## config.mk

```make
export PLATFORM = sky130hd
export DESIGN_NAME = pll_clock_power_control
export DESIGN_NICKNAME = d
export VERILOG_FILES = /design/src/design/clkpwr_pkg.sv /design/src/design/pll_clock_power_control.sv /design/src/design/clk_div.sv /design/src/design/pll_core.sv
export VERILOG_INCLUDE_DIRS = /design/src /design/src/design
export SDC_FILE = /design/constraint.sdc
export NUM_CORES = 1
export LEC_CHECK = 0
export ABC_CLOCK_PERIOD_IN_PS = 5100
export BUFFER_PORTS_ARGS = -buffer_cell sky130_fd_sc_hd__buf_2
export CORE_MARGIN = 5
export CORE_UTILIZATION = 35
export DETAILED_ROUTE_END_ITERATION = 6
export GPL_TIMING_DRIVEN = 0
export PLACE_DENSITY = 0.48
export SLEW_MARGIN = 0
export SYNTH_ARGS = -nofsm -noshare
export SYNTH_HDL_FRONTEND = slang
export SYNTH_SLANG_ARGS = --single-unit
```

## constraint.sdc

```tcl
create_clock -name i_clock -period 5.1 [get_ports i_clock]
set_clock_uncertainty 0.1 [all_clocks]
set_input_delay 0.255 -clock i_clock [delete_from_list [all_inputs] [get_ports i_clock]]
set_output_delay 0.255 -clock i_clock [all_outputs]
set_load 0.05 [all_outputs]
```

## src/design/pll_clock_power_cfg.svh

```systemverilog
// Purpose: register map, field positions, reset values and timing
// Assumes: APB slave, 200 MHz system clock
// Notes: types live in clkpwr_pkg
`ifndef PLL_CLOCK_POWER_CFG_SVH
`define PLL_CLOCK_POWER_CFG_SVH

// ----------------------------------------
// register byte offsets
// ----------------------------------------
`define A_PLL_CTRL 8'h00
`define A_PLL_STAT 8'h04
`define A_USB_CTRL 8'h08
`define A_MAIN_SEL 8'h0C
`define A_CPU_DIV 8'h10
`define A_CLK_GATE 8'h14
`define A_PER_DIV 8'h18
`define A_CLOCK_OUTPUT_PIN 8'h1C
`define A_PWR 8'h20
`define A_START_LO 8'h24
`define A_START_HI 8'h28
`define A_WDOSC 8'h2C
`define A_PD_RUN 8'h30

// ----------------------------------------
// fields and source codes
// ----------------------------------------
`define PWR_SLEEP 0
`define PWR_DEEP 1
`define PWR_KEEP_WD 2
`define PWR_KEEP_BOD 3
`define SRC_IRC 2'h0
`define SRC_SYS 2'h1
`define SRC_WD 2'h2
`define SRC_PLL 2'h3
`define GATE_N 16
`define START_N 40

// ----------------------------------------
// reset values and timing
// ----------------------------------------
`define RST_CPU_DIV 8'h01
`define RST_GATE 16'h001F
`define RST_WD_CFG 9'h020
`define RST_PD_RUN 3'h3
`define RST_PD 6'h1B
`define CLK_PERIOD_NS 5
`define PLL_LOCK_NS 100000

`endif

```

## src/design/clkpwr_pkg.sv

```systemverilog
// Purpose: shared types of the clock and power controller
// Assumes: constants come from pll_clock_power_cfg.svh
// Notes: pll_cfg_t doubles as the layout of both PLL control registers
package clkpwr_pkg;

   typedef enum logic [1:0] {
      PWR_RUN = 2'b00,
      PWR_SLEEP = 2'b01,
      PWR_DEEP = 2'b10
   } pwr_mode_t;

   typedef enum logic {
      MUX_FOLLOW = 1'b0,
      MUX_PARK = 1'b1
   } mux_state_t;

   // pll control word, bit 0 upward: msel, psel, power, src
   typedef struct packed {
      logic src;
      logic power;
      logic [1:0] psel;
      logic [4:0] msel;
   } pll_cfg_t;

   // analog power-down requests, 1 = off
   typedef struct packed {
      logic internal_rc_oscillator;
      logic sysosc;
      logic wdosc;
      logic brownout_detector;
      logic syspll;
      logic usbpll;
   } analog_pd_t;

   typedef struct packed {
      pll_cfg_t sys;
      pll_cfg_t usb;
      logic [1:0] req;
      logic [1:0] act;
      mux_state_t mux;
      logic main;
      logic [7:0] cpu_div;
      logic [15:0] gate;
      logic [15:0] per_div;
      logic [1:0] co_sel;
      logic [7:0] co_div;
      pwr_mode_t mode;
      logic keep_wd;
      logic keep_bod;
      logic [39:0] start_en;
      logic [8:0] wd_cfg;
      logic [2:0] pd_run;
      analog_pd_t pd;
      logic [31:0] rdata;
      logic ready;
      logic err;
   } top_state_t;

endpackage

```

## src/design/pll_clock_power_control.sv

```systemverilog
// Purpose: clock sources, PLLs, dividers, gating and sleep control
// Assumes: oscillator levels arrive synchronous to i_clock
// Notes: APB slave with zero wait states
`timescale 1ns/1ps
`include "pll_clock_power_cfg.svh"
module pll_clock_power_control #(
   parameter logic [15:0] LOCK_CYCLES =
      16'((`PLL_LOCK_NS + `CLK_PERIOD_NS - 1) / `CLK_PERIOD_NS)
) (
   // clock and reset
   input wire logic i_clock,
   input wire logic i_nrst,
   // apb slave
   input wire logic i_psel,
   input wire logic i_penable,
   input wire logic i_pwrite,
   input wire logic [7:0] i_paddr,
   input wire logic [31:0] i_pwdata,
   output logic [31:0] o_prdata,
   output logic o_pready,
   output logic o_pslverr,
   // oscillator levels
   input wire logic i_irc,
   input wire logic i_sysosc,
   input wire logic i_wdosc,
   // wake sources
   input wire logic i_irq,
   input wire logic [`START_N-1:0] i_start,
   // generated clocks
   output logic o_main_clk,
   output logic o_core_clk,
   output logic [1:0] o_per_clk,
   output logic [`GATE_N-1:0] o_per_clk_en,
   output logic o_clock_output_pin,
   output logic o_usb_clk,
   // analog controls
   output clkpwr_pkg::analog_pd_t o_pd,
   output logic [8:0] o_wdosc_cfg
);
   import clkpwr_pkg::*;

   localparam top_state_t RST = '{
      sys: '0,
      usb: '0,
      req: `SRC_IRC,
      act: `SRC_IRC,
      mux: MUX_FOLLOW,
      main: 1'b0,
      cpu_div: `RST_CPU_DIV,
      gate: `RST_GATE,
      per_div: '0,
      co_sel: `SRC_IRC,
      co_div: '0,
      mode: PWR_RUN,
      keep_wd: 1'b0,
      keep_bod: 1'b0,
      start_en: '0,
      wd_cfg: `RST_WD_CFG,
      pd_run: `RST_PD_RUN,
      pd: `RST_PD,
      rdata: '0,
      ready: 1'b0,
      err: 1'b0
   };

   top_state_t q, d;
   logic sys_clk, sys_lock;
   logic usb_lock;
   logic sys_ref;
   logic wr;
   logic wake;
   logic cur_src;

   // ----------------------------------------
   // source pick, shared by main and output mux
   // ----------------------------------------
   function automatic logic pick(input logic [1:0] s, input logic a,
                                 input logic b, input logic c,
                                 input logic e);
      logic r;
      r = a;
      unique case (s)
         2'h0: r = a;
         2'h1: r = b;
         2'h2: r = c;
         2'h3: r = e;
      endcase
      return r;
   endfunction

   // ----------------------------------------
   // plls
   // ----------------------------------------
   // system pll runs from rc or system oscillator
   assign sys_ref = q.sys.src ? i_sysosc : i_irc;

   pll_core #(
      .LOCK_CYCLES(LOCK_CYCLES)
   ) u_sys_pll (
      .i_clock(i_clock),
      .i_nrst(i_nrst),
      .i_ref(sys_ref),
      .i_en(!q.pd.syspll),
      .i_cfg(q.sys),
      .o_clk(sys_clk),
      .o_lock(sys_lock)
   );

   // usb pll always takes the system oscillator
   pll_core #(
      .LOCK_CYCLES(LOCK_CYCLES)
   ) u_usb_pll (
      .i_clock(i_clock),
      .i_nrst(i_nrst),
      .i_ref(i_sysosc),
      .i_en(!q.pd.usbpll),
      .i_cfg(q.usb),
      .o_clk(o_usb_clk),
      .o_lock(usb_lock)
   );

   // ----------------------------------------
   // next state
   // ----------------------------------------
   always_comb begin
      d = q;
      wr = i_psel && i_penable && q.ready && i_pwrite;
      wake = |(i_start & q.start_en);
      // apb setup cycle: decode and prepare answer
      d.ready = i_psel && !i_penable;
      d.err = 1'b0;
      d.rdata = '0;
      if (d.ready) begin
         case (i_paddr)
            `A_PLL_CTRL: d.rdata = 32'(q.sys);
            `A_PLL_STAT: d.rdata = {30'h0, usb_lock, sys_lock};
            `A_USB_CTRL: d.rdata = 32'(q.usb);
            `A_MAIN_SEL: d.rdata = {27'h0, q.mux, q.act, q.req};
            `A_CPU_DIV: d.rdata = {24'h0, q.cpu_div};
            `A_CLK_GATE: d.rdata = {16'h0, q.gate};
            `A_PER_DIV: d.rdata = {16'h0, q.per_div};
            `A_CLOCK_OUTPUT_PIN: d.rdata = {16'h0, q.co_div, 6'h0, q.co_sel};
            `A_PWR: d.rdata = {26'h0, q.mode, q.keep_bod, q.keep_wd, 2'h0};
            `A_START_LO: d.rdata = q.start_en[31:0];
            `A_START_HI: d.rdata = {24'h0, q.start_en[39:32]};
            `A_WDOSC: d.rdata = {23'h0, q.wd_cfg};
            `A_PD_RUN: d.rdata = {29'h0, q.pd_run};
            default: d.err = 1'b1;
         endcase
      end
      // apb access cycle: writes land here
      if (wr) begin
         case (i_paddr)
            `A_PLL_CTRL: d.sys = pll_cfg_t'(i_pwdata[8:0]);
            `A_USB_CTRL: d.usb = pll_cfg_t'(i_pwdata[8:0]);
            `A_MAIN_SEL: d.req = i_pwdata[1:0];
            `A_CPU_DIV: d.cpu_div = i_pwdata[7:0];
            `A_CLK_GATE: d.gate = i_pwdata[15:0];
            `A_PER_DIV: d.per_div = i_pwdata[15:0];
            `A_CLOCK_OUTPUT_PIN: begin
               d.co_sel = i_pwdata[1:0];
               d.co_div = i_pwdata[15:8];
            end
            `A_PWR: begin
               d.keep_wd = i_pwdata[`PWR_KEEP_WD];
               d.keep_bod = i_pwdata[`PWR_KEEP_BOD];
               if (i_pwdata[`PWR_DEEP]) begin
                  d.mode = PWR_DEEP;
               end else if (i_pwdata[`PWR_SLEEP]) begin
                  d.mode = PWR_SLEEP;
               end
            end
            `A_START_LO: d.start_en[31:0] = i_pwdata;
            `A_START_HI: d.start_en[39:32] = i_pwdata[7:0];
            `A_WDOSC: d.wd_cfg = i_pwdata[8:0];
            `A_PD_RUN: d.pd_run = i_pwdata[2:0];
            default: ;
         endcase
      end
      // power mode wake-up
      unique case (q.mode)
         PWR_RUN: ;
         PWR_SLEEP: begin
            if (i_irq || wake) begin
               d.mode = PWR_RUN;
            end
         end
         PWR_DEEP: begin
            if (wake) begin
               d.mode = PWR_RUN;
            end
         end
         default: d.mode = PWR_RUN;
      endcase
      // analog power-down follows the mode
      if (d.mode == PWR_DEEP) begin
         d.pd.internal_rc_oscillator = 1'b1;
         d.pd.sysosc = 1'b1;
         d.pd.wdosc = !d.keep_wd;
         d.pd.brownout_detector = !d.keep_bod;
         d.pd.syspll = 1'b1;
         d.pd.usbpll = 1'b1;
      end else begin
         d.pd.internal_rc_oscillator = 1'b0;
         d.pd.sysosc = d.pd_run[0];
         d.pd.wdosc = d.pd_run[1];
         d.pd.brownout_detector = d.pd_run[2];
         d.pd.syspll = !d.sys.power;
         d.pd.usbpll = !d.usb.power;
      end
      // glitch-free main clock switch
      cur_src = pick(q.act, i_irc, sys_ref, i_wdosc, sys_clk);
      unique case (q.mux)
         MUX_FOLLOW: begin
            if (q.req != q.act && !q.main && !cur_src) begin
               d.act = q.req;
               d.mux = MUX_PARK;
               d.main = 1'b0;
            end else begin
               d.main = cur_src;
            end
         end
         MUX_PARK: begin
            d.main = 1'b0;
            if (!cur_src) begin
               d.mux = MUX_FOLLOW;
            end
         end
      endcase
   end

   always_ff @(posedge i_clock) begin
      if (!i_nrst) begin
         q <= RST;
      end else begin
         q <= d;
      end
   end

   // ----------------------------------------
   // dividers and gating
   // ----------------------------------------
   // core clock stops outside run mode
   clk_div #(
      .W(8)
   ) u_cpu_div (
      .i_clock(i_clock),
      .i_nrst(i_nrst),
      .i_src(q.main),
      .i_en(q.mode == PWR_RUN),
      .i_div(q.cpu_div),
      .o_out(o_core_clk)
   );

   // peripheral clocks keep running in sleep
   for (genvar g = 0; g < 2; g++) begin : g_per
      clk_div #(
         .W(8)
      ) u_per_div (
         .i_clock(i_clock),
         .i_nrst(i_nrst),
         .i_src(q.main),
         .i_en(q.gate[g]),
         .i_div(q.per_div[8*g +: 8]),
         .o_out(o_per_clk[g])
      );
   end

   // clock output pin selector
   clk_div #(
      .W(8)
   ) u_clock_output_pin_div (
      .i_clock(i_clock),
      .i_nrst(i_nrst),
      .i_src(pick(q.co_sel, i_irc, i_sysosc, i_wdosc, q.main)),
      .i_en(1'b1),
      .i_div(q.co_div),
      .o_out(o_clock_output_pin)
   );

   // register-driven outputs
   assign o_main_clk = q.main;
   assign o_per_clk_en = q.gate;
   assign o_pd = q.pd;
   assign o_wdosc_cfg = q.wd_cfg;
   assign o_prdata = q.rdata;
   assign o_pready = q.ready;
   assign o_pslverr = q.err;
endmodule

```

## src/design/clk_div.sv

```systemverilog
// Purpose: clock divider clocked by sampled source edges
// Assumes: i_src is a level sampled by i_clock
// Notes: parks low when disabled; never cuts a phase short
`timescale 1ns/1ps
module clk_div #(
   parameter int W = 8
) (
   // clock and reset
   input wire logic i_clock,
   input wire logic i_nrst,
   // source and control
   input wire logic i_src,
   input wire logic i_en,
   input wire logic [W-1:0] i_div,
   // divided clock
   output logic o_out
);
   typedef struct packed {
      logic src;
      logic [W-1:0] cnt;
      logic out;
   } div_state_t;

   div_state_t q, d;
   logic edge_seen;
   logic run;
   logic [W-1:0] lim;

   // toggle every i_div source edges, so each phase is i_div half periods
   always_comb begin
      d = q;
      d.src = i_src;
      edge_seen = i_src != q.src;
      run = i_en && (i_div != '0);
      lim = (i_div == '0) ? '0 : W'(i_div - 1'b1);
      if (!q.out && !run) begin
         d.cnt = '0;
      end else if (edge_seen) begin
         if (q.cnt >= lim) begin
            d.cnt = '0;
            d.out = ~q.out;
         end else begin
            d.cnt = W'(q.cnt + 1'b1);
         end
      end
   end

   always_ff @(posedge i_clock) begin
      if (!i_nrst) begin
         q <= '0;
      end else begin
         q <= d;
      end
   end

   assign o_out = q.out;
endmodule

```

## src/design/pll_core.sv

```systemverilog
// Purpose: behavioural PLL with lock timer, multiplier and post divider
// Assumes: reference is a sampled level far below i_clock
// Notes: bypasses the reference until locked
`timescale 1ns/1ps
module pll_core #(
   parameter logic [15:0] LOCK_CYCLES = 16'd20000
) (
   // clock and reset
   input wire logic i_clock,
   input wire logic i_nrst,
   // reference and configuration
   input wire logic i_ref,
   input wire logic i_en,
   input wire clkpwr_pkg::pll_cfg_t i_cfg,
   // output clock and lock
   output logic o_clk,
   output logic o_lock
);
   import clkpwr_pkg::*;

   typedef struct packed {
      logic ref_q;
      logic [15:0] per_cnt;
      logic [15:0] per;
      logic have_per;
      logic [18:0] acc;
      logic [15:0] lock_cnt;
      logic lock;
      logic out;
   } pll_state_t;

   pll_state_t q, d;
   logic rise;
   logic thr_hit;
   logic [18:0] thr;
   logic [18:0] sum;

   // measure reference period, count to lock, then run the output NCO
   always_comb begin
      d = q;
      d.ref_q = i_ref;
      rise = i_ref && !q.ref_q;
      thr = 19'({3'h0, q.per} << i_cfg.psel);
      sum = 19'(q.acc + 19'(i_cfg.msel) + 19'h1);
      thr_hit = q.lock && (sum >= thr);
      if (rise) begin
         d.per = 16'(q.per_cnt + 1'b1);
         d.per_cnt = '0;
         d.have_per = 1'b1;
      end else if (q.per_cnt != 16'hFFFF) begin
         d.per_cnt = 16'(q.per_cnt + 1'b1);
      end
      if (q.have_per && !q.lock) begin
         d.lock_cnt = 16'(q.lock_cnt + 1'b1);
         d.lock = (q.lock_cnt == 16'(LOCK_CYCLES - 1'b1));
      end
      if (!q.lock) begin
         // hold the last bypass level on the lock edge, so no phase is cut
         if (!d.lock) begin
            d.out = i_ref;
         end
      end else if (thr_hit) begin
         d.acc = 19'(sum - thr);
         d.out = ~q.out;
      end else begin
         d.acc = sum;
      end
      if (!i_en) begin
         d = '0;
         d.ref_q = i_ref;
         d.out = i_ref;
      end
   end

   always_ff @(posedge i_clock) begin
      if (!i_nrst) begin
         q <= '0;
      end else begin
         q <= d;
      end
   end

   assign o_clk = q.out;
   assign o_lock = q.lock;
endmodule

```

==> results of run 1 <==
==> flip-flops by register name (all words and copies together), names as in the netlist, 2 cells and up <==
register and cells:
o_pd 6, u_sys_pll.q 69, q 104, u_clock_output_pin_div.q 9
g_per.u_per_div.q 16, u_usb_pll.q 69, u_cpu_div.q 9, o_wdosc_cfg 9
o_prdata 32, o_per_clk_en 16, g_per.u_per_div.o_out 2
==> worst max path at each step <==
stage                                  to  slack, ns  depth (start not counted)
final                     u_sys_pll.q[20]       0.36                         20
after global routing      u_sys_pll.q[30]      -0.03                         18
after CTS                 u_sys_pll.q[27]       0.05                         19
after detailed placement  u_sys_pll.q[27]       0.04                         19
after global placement    u_sys_pll.q[27]       0.03                         19
after floorplan           u_usb_pll.q[21]       1.07                         18
==> cells in the final DEF (no fill, tap or decap), types with 14 or more instances in the layout <==
| cell type | Yosys | routed |
|---|---|---|
| nand2_1 | 367 | 367 |
| dfxtp_1 | 350 | 350 |
| a21oi_1 | 234 | 233 |
| nor2_1 | 231 | 231 |
| buf_2 | 17 | 169 |
| nand3_1 | 97 | 97 |
| clkbuf_1 | 90 | 95 |
| ha_1 | 92 | 92 |
| xor2_1 | 90 | 90 |
| inv_1 | 75 | 75 |
| o21ai_0 | 73 | 73 |
| buf_4 | 67 | 67 |
| xnor2_1 | 66 | 65 |
| a22oi_1 | 48 | 48 |
| nor3_1 | 44 | 44 |
| mux2i_1 | 44 | 44 |
| a211oi_1 | 44 | 44 |
| clkbuf_16 | 0 | 43 |
| nand4_1 | 36 | 36 |
| and2_1 | 35 | 35 |
| dlygate4sd3_1 | 0 | 34 |
| and3_1 | 28 | 28 |
| nand2b_1 | 24 | 24 |
| nor2b_1 | 22 | 22 |
| a21o_1 | 20 | 20 |
| a31oi_1 | 19 | 19 |
| or3_1 | 18 | 18 |
| mux4_2 | 17 | 17 |
| clkinv_2 | 0 | 14 |
==> layer usage <==
| metal | wire (um) | part of all wire, % | vias up | global-route usage (%) |
|---|---|---|---|---|
| met4 | 1690 | 2.6 | 6 | 5.45 |
| met1 | 29400 | 45 | 8416 | 27.0 |
| li1 | - | - | 8920 | - |
| met5 | 34 | 0.053 | - | 0 |
| met2 | 29700 | 46 | 469 | 34.7 |
| met3 | 3810 | 5.9 | 101 | 3.92 |
==> cells by family after synthesis <==
kind of cell	synth area share [%]
compound gates	17.4
flops	35.8
xor+xnor	6.98
mux	4.78
buf+inv	6.40
simple gates	22.4
fa+ha+maj	6.29
==> final cells by class <==
cell class                      instances  area, um^2
Antenna cell                            1        2.50
Buffer                                181         967
Clock buffer                           57        1220
Clock inverter                         20         191
Fill cell                            5686       32200
Inverter                               76         285
Multi-Input combinational cell       1817       11300
Sequential cell                       350        7010
Tap cell                              748         936
Timing Repair Buffer                  186        1100
==> power by group through the flow <==
| stage | combinational [uW] | clock (uW) | sequential [uW] |
|---|---|---|---|
| detailed placement | 181 | 0 | 2800 |
| finish | 201 | 3070 | 2740 |
| CTS | 203 | 3160 | 2740 |
| floorplan | 72.2 | 0 | 2810 |
| global placement | 180 | 0 | 2800 |
| global route | 218 | 3260 | 2740 |
==> worst max-delay path: stages, from the launching register on <==
cell and delay [ns]:
dfxtp_1 0.42, inv_1 0.07, ha_1 0.23, fa_1 0.42
nor2b_1 0.12, o21ai_0 0.14, a21boi_2 0.25, or2_2 0.14
clkbuf_1 0.25, nand4_1 0.20, xnor2_2 0.20, ha_1 0.42
and3_1 0.23, nand4_1 0.20, o31a_1 0.36, and3_1 0.15
buf_2 0.17, buf_6 0.16, nor3_2 0.16, a21oi_1 0.08
a211oi_2 0.23
==> timing repair <==
| item | 4_1_cts | 5_1_grt |
|---|---|---|
| setup buffers | 0 | 0 |
| setup endpoints to repair | 0 | 22 |
| hold buffers | 34 | 0 |
| gates resized for setup | 0 | 6 |
| endpoints found under the hold margin | 88 | 0 |
==> per-stage QoR <==
stage / utilization, % / worst slack, ns / power [uW] / hold slack (ns)
floorplan: - / 1.07 / 2880 / 0.235
global placement: 38.5 / 0.0298 / 2990 / 0.349
detailed placement: 38.5 / 0.0424 / 2990 / 0.360
CTS: 41.7 / 0.0457 / 6110 / 0.0376
global route: 41.7 / -0.0311 / 6220 / 0.0988
finish: 41.7 / 0.357 / 6010 / 0.0879
==> results_dict.tcl, run 1 <==
set metrics [dict create \
    setup-violations-final 0 \
    grt_max_degree 13 \
    grt_pass1_wl_mm 98.9 \
    yosys_warnings 0 \
    p_switching_uw 1420 \
    swShare_pct 23.5 \
    syn-instance-count 2424 \
    yosysTopAreaCellShare_pct 35.8 \
    clockBufferDepth 3 \
    share_comb_of_total_power_pct 3.3 \
    grt_usage_pct 20.5 \
    leakagePower_uw 0.00864 \
    fin_crit_sh_pct 93.0 \
    synthFlopType "dfxtp_1" \
    finalWeightedCongestion 0.886 \
    synth-edff-count 0 \
    maxCapViolations 0 \
    floorplan.die.width_um 246 \
    slew_headroom_pct 25.2 \
    crit_path_max_fanout 10 \
    synth_area_leaders "dfxtp_1, nand2_1, a21oi_1" \
    power.internal_uw 4600 \
    finalWirelength_mm 64.6 \
    grt_overflow 0 \
    ioPinCount 160 \
    dpl_cell_area_um2 21300 \
    cts_max_level 2 \
    final_antenna_net_count 0 \
    worstReg2RegStart "q[161]" \
    worst_pin_slew_ns 1.11 \
    dieHeight_um 246 \
    ys_seq_elements 350 \
    yosysMostFrequentCell "nand2_1" \
    vias 17900 \
    finalSetupTns_ns 0 \
    area_growth_pct 17.7 \
    fin_area_um2 23000 \
    hold_start "i_paddr[6]" \
    syn-cell-area_um2 19600 \
    yosysUniqueCellTypes 80 \
    cts_tree "yes" \
    ys_seq_area_share_pct 35.8 \
    route.detailed.drc 0 \
    reg2reg_setup_slack_ns 0.36 \
    end_kind "register" \
    syn_nets 2609 \
    holdPathStages 4 \
    yosysTopAreaCell "dfxtp_1" \
    wl_per_cell_um 18.8 \
    cts.clk_slew.worst_paths_ns 0.06 \
    ir_drop_mv 0.236 \
    cp.arrival_ns 5.15 \
    die_area_um2 60700 \
    p_clk_share_pct 51.0 \
    crit_type "register to register" \
    power_density_nw_per_um2 261 \
    cts_root_buffer "clkbuf_16" \
    ys_top_cells_by_count "nand2_1, dfxtp_1, a21oi_1" \
    drv_slew 0 \
    period_needed_ns 4.74 \
    final_layout_size_suffix_gt1_share_pct 13.5 \
    outcome "completed" \
    worstHoldEndpoint "q[42]" \
    core_um2 55200 \
    antenna_found_initial 5 \
    instances_no_fill 3436 \
    crit_path_start_kind "register" \
    startpoint "q[161]" \
    io_buffer_count 152 \
    dp_cells 3324 \
    detailed_place_hpwl_mm 49.8 \
    critical_path_required_ns 5.50 \
    cts.sinks 350 \
    via_per_inst 5.21 \
    hp-class "input pin to register" \
    final_net_count 2840 \
    insertion_delay_ns 0.59 \
    start_util_pct 35.5 \
    hold_viol_final 0 \
    seq_power_share_pct 45.7 \
    reg2reg_depth 20 \
    fmax_mhz 211 \
    rr_endpoint "u_sys_pll.q[20]" \
    syn_area_per_cell_um2 8.07 \
    rows 86 \
    cts_buffers 43 \
    async_flop_share_pct 0 \
    drtPass1Iterations 6 \
    drt_iter0_markers 1370 \
    grt_pass1_vias 17200 \
]
No activity file was read; power rests on OpenSTA's default activity.
==> inputs of run 2 (changes only) <==
Settings changed: SYNTH_HIERARCHICAL set to 1.
==> run 2 against run 1 <==
  * Total power grew 1.9%
  * Wire length grew 2.9%
  * Maximum frequency shrank 0.67%
  * Worst setup slack lost 0.032 ns
  * Count of clock-buffer cells in the layout grew 8
  * Final cell count grew 2.2%
  * Critical path type unchanged
  * Register-to-register slack lost 0.03 ns
  * Area after synthesis grew 5.6%
  * Die area grew 5.3%
  * First-iteration DRC count shrank 11%
  * Core utilization shrank 0.60 points
  * Critical path depth shrank 3
==> results_dict.tcl, run 2 <==
set metrics [dict create \
    outcome "completed" \
    reg2reg_setup_slack_ns 0.33 \
    dp_slack_ns -0.290 \
    wl_per_cell_um 18.9 \
    syn_nets 2666 \
    worstHoldEndpoint "u_sys_pll/q[70]" \
    crit_path_start_kind "register" \
    drt_iter0_markers 1223 \
    yosysUniqueCellTypes 104 \
    p_total_uw 6130 \
    cts_setup_buffers 0 \
    grt_usage_pct 19.9 \
    use_met2_pct 33.4 \
    core_um2 58700 \
    start_util_pct 35.2 \
    seq_power_share_pct 45.1 \
    ys_seq_elements 352 \
    die_area_um2 64000 \
    nFillCells 5994 \
    critical_path_required_ns 5.50 \
    syn-instance-count 2481 \
    finalWeightedCongestion 0.913 \
    rsz0062_at_grt "no" \
    antenna_found_initial 5 \
    hold_start "i_irc" \
    synth_area_leaders "dfxtp_1, nand2_1, ha_1" \
    maxCapViolations 0 \
    hold_viol_final 0 \
    reg2reg_depth 17 \
    ir_drop_mv 0.197 \
    yosysTopAreaCell "dfxtp_1" \
    gr-usage-met3_pct 3.10 \
    final_cell_mix "nand2_1, dfxtp_1, buf_2" \
    worst_pin_slew_ns 0.856 \
    ioPinCount 160 \
    crit_type "register to register" \
    area_growth_pct 16.8 \
    setup-violations-final 0 \
    grt_max_degree 25 \
    cts_root_buffer "clkbuf_16" \
    share_comb_of_total_power_pct 3.6 \
    floorplan.die.width_um 253 \
    synth-edff-count 0 \
    yosys-mux-area-fraction_pct 5.06 \
    grt_use_met1_pct 26.0 \
    synth-compound-area-share_pct 19.2 \
    power.internal_uw 4740 \
    ys_seq_area_share_pct 34.1 \
    synthFlopType "dfxtp_1" \
    instances_no_fill 3512 \
    drv_slew 0 \
    final_antenna_net_count 0 \
    period_needed_ns 4.77 \
    busiest_layer "met2" \
    cp.arrival_ns 5.18 \
    clockBufferDepth 3 \
    end_kind "register" \
    grt_pass1_wl_mm 102 \
    slew_headroom_pct 42.4 \
    route.detailed.drc 0 \
    power_density_nw_per_um2 254 \
    finalWirelength_mm 66.5 \
    setup_slack_ns 0.325 \
    swShare_pct 22.6 \
    rr_endpoint "u_sys_pll/q[26]" \
    cts_max_level 2 \
    fmax_mhz 209 \
    syn-cell-area_um2 20700 \
    vias 18700 \
    insertion_delay_ns 0.57 \
    worstReg2RegStart "q[161]" \
    yosysMostFrequentCell "nand2_1" \
    fin_crit_sh_pct 93.6 \
    detailed_place_hpwl_mm 51.2 \
    reg_top3 "q (104), u_sys_pll/q (69), u_usb_pll/q (69)" \
    leakagePower_uw 0.00934 \
    synth_fa_ha_area_share_pct 5.96 \
    dieHeight_um 253 \
    final_layout_size_suffix_gt1_share_pct 14.3 \
    largest_register_ffs 104 \
    cts_buffers 43 \
    holdPathStages 3 \
    grt_pass1_vias 18000 \
    yosys_warnings 6 \
    hp-class "input pin to register" \
    cts.sinks 352 \
    synth_top_family_by_area "simple AND/OR/NAND/NOR gates" \
    top_register "q" \
    synth-xor-area-share_pct 6.36 \
    async_flop_share_pct 0 \
    via_per_inst 5.32 \
    cts_tree "yes" \
    synth-simple-area-share_pct 22.8 \
    drtPass1Iterations 5 \
    finalSetupTns_ns 0 \
    grt_overflow 0 \
    dp_cells 3404 \
    p_switching_uw 1380 \
    layout_commonest_cell "nand2_1" \
    cts.clk_slew.worst_paths_ns 0.06 \
    yosysTopAreaCellShare_pct 34.1 \
    io_buffer_count 150 \
    syn_area_per_cell_um2 8.33 \
    ys_top_cells_by_count "nand2_1, dfxtp_1, nor2_1" \
    p_clk_share_pct 51.3 \
    crit_path_max_fanout 10 \
    final_net_count 2890 \
    rows 89 \
]
==> run 2: cell count changes after synthesis, sizes merged, moves of 17 or more <==
cell and change:
nand3 +29, a31oi +32, nor2 -60, a21boi +104, a22oi -17, and3 +26
a21oi -121
==> run 2: cell type report <==
class,count,area [um^2],share of cell area [%]
Antenna cell,3,7.51,0.0311
Buffer,194,1070,4.42
Clock buffer,65,1300,5.39
Clock inverter,11,149,0.617
Inverter,75,282,1.17
Multi-Input combinational cell,1860,12300,50.9
Sequential cell,352,7050,29.2
Tap cell,773,967,4.01
Timing Repair Buffer,179,1040,4.31
==> run 2: kinds of logic after synthesis <==
logic type / Yosys count
buffers and inverters: 269
and+or+nand+nor: 969
xor gates and xnor gates: 150
DFF: 352
other: 1
muxes: 80
adders and majority gates: 96
AOI/OAI and AO/OA: 564
==> run 2: stage by stage <==
step	utilization, %	instance area [um^2]	hold slack, ns
6_report	41.1	24100	0.0586
5_1_grt	41.1	24100	0.0702
4_1_cts	41.1	24100	0.0202
3_5_place_dp	38.1	22400	0.354
3_3_place_gp	38.1	22400	0.347
2_1_floorplan	-	20700	0.227
==> run 2: power groups by stage <==
| stage | combinational [uW] | clock [uW] | sequential [uW] |
|---|---|---|---|
| after floorplan | 93.7 | 0 | 2830 |
| after global placement | 204 | 0 | 2820 |
| final | 223 | 3140 | 2760 |
| after detailed placement | 205 | 0 | 2820 |
| after CTS | 223 | 3240 | 2760 |
| after global routing | 237 | 3350 | 2760 |
==> run 2: worst max-delay path, stage by stage (launching register included) <==
cell      delay, ns
dfxtp_1        0.39
inv_1          0.07
ha_1           0.20
fa_1           0.41
nor2b_1        0.13
o21ai_0        0.23
a211oi_2       0.53
xnor2_1        0.21
ha_1           0.26
clkbuf_1       0.18
a21o_1         0.29
a31o_2         0.29
nand2b_1       0.08
nand3_1        0.28
nor2_2         0.43
clkbuf_2       0.37
nand2_1        0.09
a31oi_1        0.16
==> run 2: worst max-delay path by stage <==
stage                       from               to  slack [ns]
after CTS                 q[161]  u_sys_pll/q[26]        0.10
after global placement    q[161]  u_sys_pll/q[23]       -0.22
after global routing      q[152]  u_usb_pll/q[34]        0.02
after floorplan           q[161]  u_sys_pll/q[32]        1.20
after detailed placement  q[161]  u_sys_pll/q[32]       -0.29
final                     q[161]  u_sys_pll/q[26]        0.33
==> run 2: timing repair <==
action                                  CTS  global route
endpoints found under the setup margin   10            14
hold buffers                             29             0
endpoints found under the hold margin    59             0
resized for setup                         2             3
==> run 2: layer usage <==
layer  part of all wire, %  routed length [um]
met2                    47               31400
met3                   5.5                3650
met5                 0.018                  12
met1                    44               29100
met4                   3.5                2320
